**config.mk**
```make
export PLATFORM = sky130hd
export DESIGN_NAME = fic_flash_dev_flat
export DESIGN_NICKNAME = d
export VERILOG_FILES = /design/src/verilog/fic_pkg.sv /design/src/verilog/fic_link_if.sv /design/src/verilog/fic_flash_dev.sv /design/src/flat_wrapper.sv
export VERILOG_INCLUDE_DIRS = /design/src /design/src/verilog
export SDC_FILE = /design/constraint.sdc
export NUM_CORES = 1
export LEC_CHECK = 0
export BUFFER_PORTS_ARGS = -buffer_cell sky130_fd_sc_hd__buf_2
export CORE_AREA = 2 2 67 69
export DETAILED_ROUTE_END_ITERATION = 16
export DIE_AREA = 0 0 69 71
export PLACE_DENSITY = 0.77
export SYNTH_ARGS = -nofsm -noshare
export SYNTH_HDL_FRONTEND = slang
export SYNTH_SLANG_ARGS = --single-unit
```
**constraint.sdc**
```tcl
create_clock -name clk -period 2.4 [get_ports clk]
set_clock_uncertainty 0.1 [all_clocks]
set_input_delay 0.48 -clock clk [delete_from_list [all_inputs] [get_ports clk]]
set_output_delay 0.48 -clock clk [all_outputs]
set_load 0.03 [all_outputs]
```
**src/verilog/fic_params.svh**
```systemverilog
// Opcodes, timing figures and cycle counts shared by both link ends
`ifndef FIC_PARAMS_SVH
`define FIC_PARAMS_SVH

// ==========================================================
// Opcodes
`define FIC_OP_RELEASE 8'hAB
`define FIC_OP_MFR_ID 8'h90
`define FIC_OP_JEDEC_ID 8'h9F

// ==========================================================
// Clock and link timing
`define FIC_CLK_NS 40
`define FIC_SCK_HALF 10
`define FIC_ADDR_BITS 24
`define FIC_OP_BITS 8

// ==========================================================
// Release waits, least times, rounded up
`define FIC_RELEASE_WAIT_SHORT_NS 1000
`define FIC_RELEASE_WAIT_WITH_IDENT_NS 2000
`define FIC_RELEASE_WAIT_SHORT_CYC \
	((`FIC_RELEASE_WAIT_SHORT_NS + `FIC_CLK_NS - 1) / `FIC_CLK_NS)
`define FIC_RELEASE_WAIT_WITH_IDENT_CYC \
	((`FIC_RELEASE_WAIT_WITH_IDENT_NS + `FIC_CLK_NS - 1) / `FIC_CLK_NS)

// ==========================================================
// Power-up delays seen by the host
`define FIC_SUPPLY_TO_SELECT_DELAY_US 10
`define FIC_POWERUP_WRITE_DELAY_US 10000
`define FIC_SUPPLY_TO_SELECT_DELAY_CYC \
	((`FIC_SUPPLY_TO_SELECT_DELAY_US * 1000 + `FIC_CLK_NS - 1) / `FIC_CLK_NS)
`define FIC_POWERUP_WRITE_DELAY_CYC \
	((`FIC_POWERUP_WRITE_DELAY_US * 1000 + `FIC_CLK_NS - 1) / `FIC_CLK_NS)

`endif

```
**src/verilog/fic_pkg.sv**
```systemverilog
// Types shared by the device end and the host end of the identification link
package fic_pkg;

	typedef enum logic [1:0] {FIC_CMD_WAKE, FIC_CMD_DEV_ID, FIC_CMD_MFR_ID,
		FIC_CMD_JEDEC_ID} fic_cmd_t;

	typedef enum logic [1:0] {FIC_MODE_DEV_ID, FIC_MODE_MFR_ID,
		FIC_MODE_JEDEC_ID} fic_mode_t;

	typedef enum {FIC_DS_IDLE, FIC_DS_OPCODE, FIC_DS_ADDR, FIC_DS_SHIFT,
		FIC_DS_IGNORE} fic_dev_state_t;

	typedef enum {FIC_HS_POWERUP, FIC_HS_IDLE, FIC_HS_LEAD, FIC_HS_XFER,
		FIC_HS_TAIL, FIC_HS_GAP} fic_host_state_t;

endpackage
```
**src/verilog/fic_link_if.sv**
```systemverilog
// Serial link between the identification host and the flash device end
`timescale 1ns/100ps
interface fic_link_if;
	logic cs_n;
	logic sclk;
	logic mosi;
	logic miso_o;
	logic miso_oe;
	logic miso;

	// Released output floats high through a pull-up
	assign miso = miso_oe ? miso_o : 1'b1;

	modport dev (input cs_n, input sclk, input mosi, output miso_o, output miso_oe);
	modport host (output cs_n, output sclk, output mosi, input miso);
endinterface

```
**src/verilog/fic_flash_dev.sv**
```systemverilog
// Device end: wake and identification command handling of the serial flash
`timescale 1ns/100ps
`include "fic_params.svh"

// Function
// RQ1 - Wake-only AB frame resumes after short wait
// RQ2 - Host keeps select high during short wait
// RQ3 - AB plus three dummies returns device ID
// RQ4 - Device ID repeats until select rises
// RQ5 - Ident read from power-down waits longer
// RQ6 - Busy flag set: wake/ID opcodes ignored
// RQ7 - 90h address zero: manufacturer then device
// RQ8 - 90h address one: device then manufacturer
// RQ9 - 90h codes alternate while clocking continues
// RQ10 - 9Fh gives manufacturer, type, capacity
// RQ11 - Host waits write delay after power-up
// RQ12 - Host waits before first select low
// RQ13 - Power-down accepts only the release opcode
// RQ14 - Sample on rising edge, abandon partials
// RQ15 - Drive output only while shifting IDs
module fic_flash_dev import fic_pkg::*; #(
	parameter logic [7:0] MFR_CODE = 8'h5A, // Arbitrary value
	parameter logic [7:0] DEV_CODE = 8'h13, // Arbitrary value
	parameter logic [7:0] MEM_TYPE = 8'h30, // Arbitrary value
	parameter logic [7:0] CAPACITY = 8'h14 // Arbitrary value
) (
	input wire logic clk, // 25 MHz clock
	input wire logic nrst, // Async reset, active low
	fic_link_if.dev link, // Serial link pins
	input wire logic busy, // Erase/program/write running
	input wire logic pd_req, // Pulse: enter power-down
	output logic in_pd, // Power-down state
	output logic wake_busy // Release wait running
);

	// ==========================================================
	// Pin synchronisers, bit 0 select, 1 clock, 2 data
	// Reset to idle pin levels so no false clock edge follows reset
	logic [2:0] sync0_q, sync1_q, sync2_q, filt_q;
	wire [2:0] agree = ~(sync1_q ^ sync2_q);
	wire [2:0] filt_d = (agree & sync2_q) | (~agree & filt_q);
	wire cs_rise = filt_d[0] & ~filt_q[0];
	wire cs_fall = ~filt_d[0] & filt_q[0];
	wire sck_rise = filt_d[1] & ~filt_q[1] & ~filt_q[0];
	wire sck_fall = ~filt_d[1] & filt_q[1] & ~filt_q[0];
	wire din = filt_d[2];

	always_ff @(posedge clk or negedge nrst) begin
		if (!nrst) begin
			sync0_q <= 3'b001;
			sync1_q <= 3'b001;
			sync2_q <= 3'b001;
			filt_q <= 3'b001;
		end else begin
			sync0_q <= {link.mosi, link.sclk, link.cs_n};
			sync1_q <= sync0_q;
			sync2_q <= sync1_q;
			filt_q <= filt_d;
		end
	end

	// ==========================================================
	// Identification byte selection
	// Byte at position idx of the repeating answer of each mode
	function automatic logic [7:0] id_byte(input fic_mode_t m, input logic [1:0] idx);
		logic [7:0] b;
		b = DEV_CODE;
		case (m)
			FIC_MODE_DEV_ID: b = DEV_CODE;
			FIC_MODE_MFR_ID: b = idx[0] ? DEV_CODE : MFR_CODE;
			FIC_MODE_JEDEC_ID: b = (idx == 2'd0) ? MFR_CODE :
				((idx == 2'd1) ? MEM_TYPE : CAPACITY);
			default: b = DEV_CODE;
		endcase
		return b;
	endfunction

	// Advances once per finished byte; each mode has its own cycle
	function automatic logic [1:0] next_idx(input fic_mode_t m, input logic [1:0] idx);
		logic [1:0] n;
		n = 2'd0;
		case (m)
			FIC_MODE_DEV_ID: n = 2'd0; // RQ4
			FIC_MODE_MFR_ID: n = {1'b0, ~idx[0]}; // RQ9
			FIC_MODE_JEDEC_ID: n = (idx == 2'd2) ? 2'd0 : idx + 2'd1; // RQ10
			default: n = 2'd0;
		endcase
		return n;
	endfunction

	// ==========================================================
	// Command state
	fic_dev_state_t state_q;
	fic_mode_t mode_q;
	logic [7:0] op_q;
	// Counts opcode bits, then address or dummy bits
	logic [4:0] bit_cnt_q;
	logic [2:0] out_bit_q;
	logic [1:0] idx_q;
	logic [7:0] wait_cnt_q;
	logic in_pd_q, wake_busy_q, miso_q, oe_q;

	wire [7:0] op_full = {op_q[6:0], din};
	wire waiting = (wait_cnt_q != 8'd0);
	wire is_release = (op_full == `FIC_OP_RELEASE);
	wire is_mfr = (op_full == `FIC_OP_MFR_ID);
	wire is_jedec = (op_full == `FIC_OP_JEDEC_ID);
	// Busy blocks every opcode; power-down blocks everything but the release opcode
	wire op_ok = !busy && // RQ6
		(is_release || (!in_pd_q && (is_mfr || is_jedec))); // RQ13
	wire op_done = (state_q == FIC_DS_OPCODE) && sck_rise && (bit_cnt_q == 5'd7);
	wire addr_done = (state_q == FIC_DS_ADDR) && sck_rise &&
		(bit_cnt_q == 5'(`FIC_ADDR_BITS - 1));
	// Wake-only: select rises right after the opcode
	wire wake_only = (state_q == FIC_DS_ADDR) && (mode_q == FIC_MODE_DEV_ID) &&
		(bit_cnt_q == 5'd0);
	wire ident_end = (state_q == FIC_DS_SHIFT) && (mode_q == FIC_MODE_DEV_ID);
	wire [7:0] cur_byte = id_byte(mode_q, idx_q);

	always_ff @(posedge clk or negedge nrst) begin
		if (!nrst) begin
			state_q <= FIC_DS_IDLE;
			mode_q <= FIC_MODE_DEV_ID;
			op_q <= 8'h00;
			bit_cnt_q <= 5'd0;
			idx_q <= 2'd0;
		end else if (cs_rise) begin
			// Select rising wins over all, so a cut frame is abandoned
			state_q <= FIC_DS_IDLE; // RQ14
		end else if (cs_fall) begin
			// A frame opened inside a release wait is dropped whole
			state_q <= waiting ? FIC_DS_IGNORE : FIC_DS_OPCODE; // RQ2
			bit_cnt_q <= 5'd0;
		end else if (op_done) begin
			bit_cnt_q <= 5'd0;
			idx_q <= 2'd0;
			if (!op_ok) begin
				state_q <= FIC_DS_IGNORE;
			end else if (is_jedec) begin
				state_q <= FIC_DS_SHIFT; // RQ10
				mode_q <= FIC_MODE_JEDEC_ID;
			end else begin
				state_q <= FIC_DS_ADDR; // RQ3 RQ7
				mode_q <= is_mfr ? FIC_MODE_MFR_ID : FIC_MODE_DEV_ID;
			end
		end else if (addr_done) begin
			state_q <= FIC_DS_SHIFT;
			// Address bit 0 picks the first code
			idx_q <= (mode_q == FIC_MODE_MFR_ID) ? {1'b0, din} : 2'd0; // RQ8
		end else if (sck_rise && (state_q == FIC_DS_OPCODE || state_q == FIC_DS_ADDR)) begin
			op_q <= op_full; // RQ14
			bit_cnt_q <= bit_cnt_q + 5'd1;
		end else if (sck_fall && state_q == FIC_DS_SHIFT && out_bit_q == 3'd7) begin
			idx_q <= next_idx(mode_q, idx_q);
		end
	end

	// ==========================================================
	// Serial output, changes on falling clock edges, MSB first
	// Output lags the pin edge by four cycles, so the host's half
	// period must stay well above eight cycles for its sample to settle
	always_ff @(posedge clk or negedge nrst) begin
		if (!nrst) begin
			miso_q <= 1'b0;
			oe_q <= 1'b0;
			out_bit_q <= 3'd0;
		end else if (cs_rise || cs_fall || state_q != FIC_DS_SHIFT) begin
			oe_q <= 1'b0; // RQ15
			out_bit_q <= 3'd0;
		end else if (sck_fall) begin
			miso_q <= cur_byte[3'd7 - out_bit_q]; // RQ3 RQ7 RQ10
			oe_q <= 1'b1; // RQ15
			out_bit_q <= out_bit_q + 3'd1;
		end
	end

	// ==========================================================
	// Power-down and release waits
	// A running wait wins over pd_req: entry then needs a new request
	// Long wait once the dummy bytes are in, however few ID bits follow; cuts inside the dummies start none
	always_ff @(posedge clk or negedge nrst) begin
		if (!nrst) begin
			in_pd_q <= 1'b0;
			wait_cnt_q <= 8'd0;
			wake_busy_q <= 1'b0;
		end else begin
			wake_busy_q <= waiting;
			if (cs_rise && in_pd_q && !waiting && wake_only) begin
				wait_cnt_q <= 8'(`FIC_RELEASE_WAIT_SHORT_CYC); // RQ1
			end else if (cs_rise && in_pd_q && !waiting && ident_end) begin
				wait_cnt_q <= 8'(`FIC_RELEASE_WAIT_WITH_IDENT_CYC); // RQ5
			end else if (waiting) begin
				wait_cnt_q <= wait_cnt_q - 8'd1;
				if (wait_cnt_q == 8'd1) begin
					in_pd_q <= 1'b0; // RQ1 RQ5
				end
			end else if (pd_req) begin
				in_pd_q <= 1'b1;
			end
		end
	end

	// Outputs straight from flip-flops; wake_busy trails the counter by one
	assign in_pd = in_pd_q;
	assign wake_busy = wake_busy_q;
	assign link.miso_o = miso_q;
	assign link.miso_oe = oe_q;

endmodule

```
**src/flat_wrapper.sv**
```systemverilog
// flat-port wrapper written by rule: the top's interface ports become plain ports
module fic_flash_dev_flat import fic_pkg::*;
#(
	parameter logic [7:0] MFR_CODE = 8'h5A,                   
	parameter logic [7:0] DEV_CODE = 8'h13,                   
	parameter logic [7:0] MEM_TYPE = 8'h30,                   
	parameter logic [7:0] CAPACITY = 8'h14                   
)
  (clk, nrst, busy, pd_req, in_pd, wake_busy, link_cs_n, link_sclk, link_mosi, link_miso_o, link_miso_oe);
  fic_link_if link_i ();
  input wire logic clk;
  input wire logic nrst;
  input wire logic busy;
  input wire logic pd_req;
  output logic in_pd;
  output logic wake_busy;
  input wire logic [$bits(link_i.cs_n)-1:0] link_cs_n;
  input wire logic [$bits(link_i.sclk)-1:0] link_sclk;
  input wire logic [$bits(link_i.mosi)-1:0] link_mosi;
  output wire logic [$bits(link_i.miso_o)-1:0] link_miso_o;
  output wire logic [$bits(link_i.miso_oe)-1:0] link_miso_oe;
  assign link_i.cs_n = link_cs_n;
  assign link_i.sclk = link_sclk;
  assign link_i.mosi = link_mosi;
  assign link_miso_o = link_i.miso_o;
  assign link_miso_oe = link_i.miso_oe;
  fic_flash_dev #(.MFR_CODE(MFR_CODE), .DEV_CODE(DEV_CODE), .MEM_TYPE(MEM_TYPE), .CAPACITY(CAPACITY)) u_core (.clk(clk), .nrst(nrst), .link(link_i), .busy(busy), .pd_req(pd_req), .in_pd(in_pd), .wake_busy(wake_busy));
endmodule
```
==> run summary, run 1 <==
Power Total = 0.001850 W
Global-route wire length before repair = 8673 um
FMAX = 447.5 MHz
Post-DRT Antenna Nets = 0
CP max-delay cell = dfrtp_1
Yosys warning count = 0
Vias in the first global route = 1886
Status = completed
Cell Area, Synth = 2446 um^2
Critical path arrival = 2320 ps
Reg2reg path depth = 7
Final hold violation count = 0
Initial Util = 0.5818
CTS tree = built
Top cell type's share of synthesized area = 0.4297
Row count = 24
Vias = 1814
Gr ovfl total = 0
H-tree depth reported by CTS = 2
PD cells = 664.8 nW/um^2
Post-synth EDFFs = 0
WL/cell = 15.34 um
PostCTS Resize Cnt = 0
Final GP Congestion = 0.8561
Post-synth top area cell = dfrtp_1
DIE HEIGHT = 71 um
Final Util = 0.6619
Initial antenna violation count = 0
TritonCTS Sinks = 46
Root Driver = clkbuf_8
Most common cell in the netlist = dfrtp_1
Final Cycle Share = 0.9311
Area delta synth->final = 13.76%
Synth Area per Inst = 10.28 um^2
Routed wire length = 4832 um
Max-slew violations = 0
WHS = 65.11 ps
Setup TNS = 0 ps
Crit-path max cell delay = 440 ps
Total GRT Usage = 0.2210
Min cycle time layout = 2235 ps
Die X = 69 um
Post-synth ARST share = 1.000
Clk pin slew, worst setup/hold paths = 90 ps
Seq/Total Area, Yosys = 0.4726
First drt pass iteration count = 4
Placed cell count = 307
I/O pin cnt = 11
Fin cells = 315
Buf+Inv Stages, Crit Path = 1
Post-Syn Instances = 238
Critical Path Fanout Max = 7
CP top delay family = simple AND/OR/NAND/NOR gates
Number of setup buffers added after CTS = 0
Worst reg2reg startpoint = u_core.bit_cnt_q[0]
Initial DRC Count = 87
Critical path cell sequence = ha_1 > and4b_1 > and2_1 > o21ai_2 > nand4_1 > buf_4 > mux2_2
RSZ-0062 raised after global routing = no
TritonCTS Buffers = 5
Setup Viol. Count Final = 0
Ys flop type = dfrtp_1
Req. time, crit path = 2490 ps
CP Class = flop to flop
DRC errors left = 0
Critical Path Sink Type = flop
CP startpoint kind = flop
Synth cell count leaders = 42 x dfrtp_1, 18 x inv_1, 15 x nand2_1, 13 x nand3_1, 13 x nor2_1
Rel. slew slack = 0.6190
Share of layout cells above drive strength 1 = 0.1939
Crit path launch = u_core.bit_cnt_q[0]
Class of the worst hold path = primary input to async pin
Pleak = 1.292 nW
Vias/cell = 5.759
Max-Cap Viols = 0
Clock Path Buffers = 2
Worst path depth = 7
Core region area = 4204 um^2
Top cells by area, synth = dfrtp_1 43%, ha_1 6.1%, dfstp_2 4.3%, mux2_2 3.7%, inv_1 2.8%
Least-Margin Pin Slew = 571.5 ps
DP HPWL = 3490 um
Overall die area = 4899 um^2
Synth unique cells = 54
NumNets Final = 281
Largest net degree at the start of global routing = 25
Synth Register Bits = 46
Port Buffers = 10
Peak VDD IR = 0.0003138 V
ANT cells = 0
Syn Nets = 257
Skew-Pair Late Insertion Delay = 300 ps
Hold Buf Count CTS = 0
-- metrics by stage --
stage	setup slack (ps)	cell area, um^2
after CTS	170.8	2776
after floorplan	241.7	2446
after global placement	272.1	2634
final	165.3	2783
after detailed placement	202.4	2634
after global routing	70.29	2783
-- path summary, 6_finish.rpt --
check | end | slack, ps
setup / recovery | u_core.op_q[2] | 170
hold / removal | u_core.out_bit_q[0] | 70
setup reg to reg | u_core.op_q[2] | 170
hold reg to reg | u_core.sync1_q[0] | 260
max in group asynchronous | u_core.filt_q[0] | 1530
min in group clk | u_core.sync0_q[0] | 180
-- routing by layer --
metal | wire (um) | track usage | share of wire | vias up
met3 | 143 | 0.04274 | 0.030 | 6
met1 | 2243 | 0.2977 | 0.46 | 880
li1 | - | - | - | 907
met4 | 71 | 0.08279 | 0.015 | 0
met5 | 0 | 0 | 0 | -
met2 | 2373 | 0.3579 | 0.49 | 21
-- flip-flops by register name, indices dropped and copies added, names as in the netlist --
register and flops:
u_core.mode_q 2, u_core.idx_q 2, u_core.wake_busy 1, u_core.link.miso_o 1
u_core.wait_cnt_q 8, u_core.bit_cnt_q 5, u_core.link.miso_oe 1, u_core.in_pd 1
u_core.sync1_q 3, u_core.filt_q 3, u_core.sync2_q 3, u_core.out_bit_q 3
u_core.state_q 3, u_core.op_q 7, u_core.sync0_q 3
-- area by class of cell --
cell class	count	area, um^2
tap	52	65.06
inverter	19	71.32
clock inverter	2	60.06
multi-input combinational	169	1202
clock buffer	6	82.58
fill	350	1421
timing repair buffer	21	145.1
sequential	46	1156
-- layout by cell type, fill, tap and decap left out, drive strengths merged, types with 3 or more instances in the layout --
cell,netlist,final
o31ai,3,3
nor3,7,7
a21oi,7,7
nand2,15,15
inv,19,19
nor3b,4,4
a31oi,3,3
or4,3,3
xnor2,6,6
and3,3,3
nor4,6,6
mux2,8,8
and2,3,3
dfrtp,42,42
nand3,13,13
nor2,13,13
mux2i,4,4
buf,2,21
nand4,3,3
nand2b,9,9
ha,12,12
dfstp,4,4
clkbuf,2,6
o21ai,18,18
-- power by group --
part / switching [W] / leakage [nW] / internal [W]
registers: 0.0000602 / 0.594 / 0.000824
clock network: 0.000268 / 0.0714 / 0.000444
logic: 0.000139 / 0.627 / 0.000115
total: 0.000467 / 1.29 / 0.00138
-- kinds of logic (layout without fill, tap and decap cells) --
logic type / after synthesis / in the layout / synth area share
AO/OA/AOI/OAI: 45 / 45 / 0.1197
XOR/XNOR: 6 / 6 / 0.02148
adder cells (fa/ha/maj): 14 / 14 / 0.06956
buffers and inverters: 23 / 48 / 0.03836
flip-flops: 46 / 46 / 0.4726
multiplexers: 12 / 12 / 0.05320
AND/OR/NAND/NOR: 92 / 92 / 0.2251
Note: power is estimated with default switching activity, not from simulation.
==> inputs of run 2 (changes only) <==
- CORE_AREA: 2 2 67 69 -> 2 2 51 100
- DIE_AREA: 0 0 69 71 -> 0 0 53 102
- PLACE_DENSITY: 0.77 -> 0.72
- clock period: 2.4 -> 2.01 ns (I/O delays scaled with it)
==> run 2 against run 1 <==
The flow now finishes with violations (negative setup slack). Sequential power rose by 20%. Sequential cell count did not move. Highest routed layer unchanged. Non-clock buffer count rose by 31. Critical path type unchanged. Critical endpoint is now u_core.mode_q[1].
==> run summary, run 2 (synthesis results as in run 1) <==
Biggest register = u_core.wait_cnt_q (unchanged)
Worst reg2reg startpoint = u_core.filt_q[0] (was u_core.bit_cnt_q[0])
Initial Util = 0.5320 (was 0.5818)
H-tree depth reported by CTS = 2 (unchanged)
Post-DRT Antenna Nets = 0 (unchanged)
WL/cell = 17.18 um (was 15.34 um)
Vias in the first global route = 2176 (was 1886)
Final Cycle Share = 1.021 (was 0.9311)
TritonCTS Sinks = 46 (unchanged)
Crit path launch = u_core.filt_q[0] (was u_core.bit_cnt_q[0])
Setup Viol. Count Final = 1 (was 0)
Clk pin slew, worst setup/hold paths = 90 ps (about the same)
Reg2reg path depth = 6 (was 7)
Class of the worst hold path = primary input to flop (was primary input to async pin)
Placed cell count = 328 (was 307)
Area delta synth->final = 29.21% (was 13.76%)
Core region area = 4598 um^2 (was 4204 um^2)
RSZ-0062 raised after global routing = yes (was no)
Skew-Pair Late Insertion Delay = 310 ps (was 300 ps)
Final hold violation count = 0 (unchanged)
Setup slack at placement = -115.6 ps (was 202.4 ps)
DP HPWL = 4222 um (was 3490 um)
CP startpoint kind = flop (unchanged)
Largest registers = u_core.wait_cnt_q x8, u_core.op_q x7, u_core.bit_cnt_q x5 (unchanged)
Gr ovfl total = 0 (unchanged)
Register area = 1157 um^2 (was 1156 um^2)
Req. time, crit path = 2110 ps (was 2490 ps)
Row count = 35 (was 24)
Final GP Congestion = 0.8778 (was 0.8561)
Min cycle time layout = 2053 ps (was 2235 ps)
Overall die area = 5406 um^2 (was 4899 um^2)
Fill count = 355 (was 350)
Failing checks = negative setup slack
Initial DRC Count = 47 (was 87)
Max-Cap Viols = 0 (unchanged)
PD cells = 683.6 nW/um^2 (was 664.8 nW/um^2)
Least-Margin Pin Slew = 584.3 ps (was 571.5 ps)
Fin cells = 349 (was 315)
CTS tree = built (unchanged)
Share of layout cells above drive strength 1 = 0.3537 (was 0.1939)
Clock Path Buffers = 2 (unchanged)
Root Driver = clkbuf_8 (unchanged)
Peak VDD IR = 0.0005915 V (was 0.0003138 V)
Most common cell after layout, fill and taps aside = dfrtp_1 (unchanged)
Port Buffers = 10 (unchanged)
ANT cells = 0 (unchanged)
DRC errors left = 0 (unchanged)
TritonCTS Buffers = 5 (unchanged)
Max-slew violations = 0 (unchanged)
Total GRT Usage = 0.2469 (was 0.2210)
Max reg flops = 8 (unchanged)
Largest net degree at the start of global routing = 26 (was 25)
Vias = 2048 (was 1814)
DIE HEIGHT = 102 um (was 71 um)
First drt pass iteration count = 5 (was 4)
Critical Path Fanout Max = 4 (was 7)
Most frequent cells in the layout = 41 x dfrtp_1, 39 x buf_4, 17 x inv_1 (was 42 x dfrtp_1, 18 x inv_1, 15 x nand2_1)
Initial antenna violation count = 0 (unchanged)
FMAX = 487.2 MHz (was 447.5 MHz)
Final Util = 0.6873 (was 0.6619)
Routed wire length = 5995 um (was 4832 um)
Vias/cell = 5.868 (was 5.759)
Global-route wire length before repair = 9694 um (was 8673 um)
NumNets Final = 312 (was 281)
I/O pin cnt = 11 (unchanged)
Power Total = 0.002161 W (was 0.001850 W)
Rel. slew slack = 0.6096 (was 0.6190)
Die X = 53 um (was 69 um)
Critical path arrival = 2150 ps (was 2320 ps)
Multi-input combinational cell area = 1373 um^2 (was 1202 um^2)
CP Class = flop to flop (unchanged)
Final setup margin = -42.57 ps (was 165.3 ps)
Critical Path Sink Type = flop (unchanged)
Pleak = 1.452 nW (was 1.292 nW)
Status = finished with violations (was completed)
Min-delay src = link_cs_n
Hold depth = 1
WHS = 91.35 ps (was 65.11 ps)
-- run 2: cell count changes in the layout (fill, tap and decap cells not counted), moves of 3 or more --
cell and change:
buf_4 +29, nand3_1 -3, o21ai_1 -3, o21ai_2 +4
-- run 2: area by class of cell --
class	instances	area share
inverter	19	0.02257
tap	55	0.02177
multi-input combinational	169	0.4343
clock buffer	7	0.02415
sequential	46	0.3662
timing repair buffer	52	0.1215
clock inverter	1	0.009501
-- run 2: final timing paths --
| path | to | slack, ps |
|---|---|---|
| setup / recovery | u_core.mode_q[1] | -40 |
| hold / removal | u_core.sync0_q[0] | 90 |
| setup reg to reg | u_core.mode_q[1] | -40 |
| hold reg to reg | u_core.sync1_q[1] | 260 |
| max in group asynchronous | u_core.sync0_q[0] | 730 |
| min in group asynchronous | u_core.state_q[2] | 500 |
-- run 2: power by group --
group	total, W	switching, W	internal [W]
Clock	0.000681	0.000309	0.000372
Sequential	0.00106	0.0000769	0.000984
Combinational	0.000418	0.000216	0.000203
Total	0.00216	0.000602	0.00156
-- run 2: through the flow --
stage	area [um^2]	setup TNS (ps)
3_5_place_dp	2786	-433.9
5_1_grt	3161	-543.6
2_1_floorplan	2470	-2.145
6_report	3161	-42.57
4_1_cts	3017	-10.04
3_3_place_gp	2786	-212.2
-- run 2: what timing repair did --
item | in CTS | in global routing
endpoints found under the setup margin | 12 | 20
setup buffers | 6 | 6
resized for setup | 13 | 20
hold endpoints to repair | 18 | 0
pin swaps | 6 | 9
hold buffers | 1 | 0
-- run 2: metal layers --
layer	share of wire	GRT usage	wire length, um	up-vias
li1	-	-	-	969
met1	0.35	0.2300	2093	1032
met2	0.60	0.4798	3569	27
met3	0.019	0.04386	114	20
met4	0.036	0.1243	218	0
met5	0	0	0	-
-- run 2: critical path, stage by stage, from the launching register on --
cell	delay, ps
dfstp_2	550
a21o_1	130
o21ai_2	70
ha_1	390
nor2b_4	190
and3_4	190
mux2_2	330
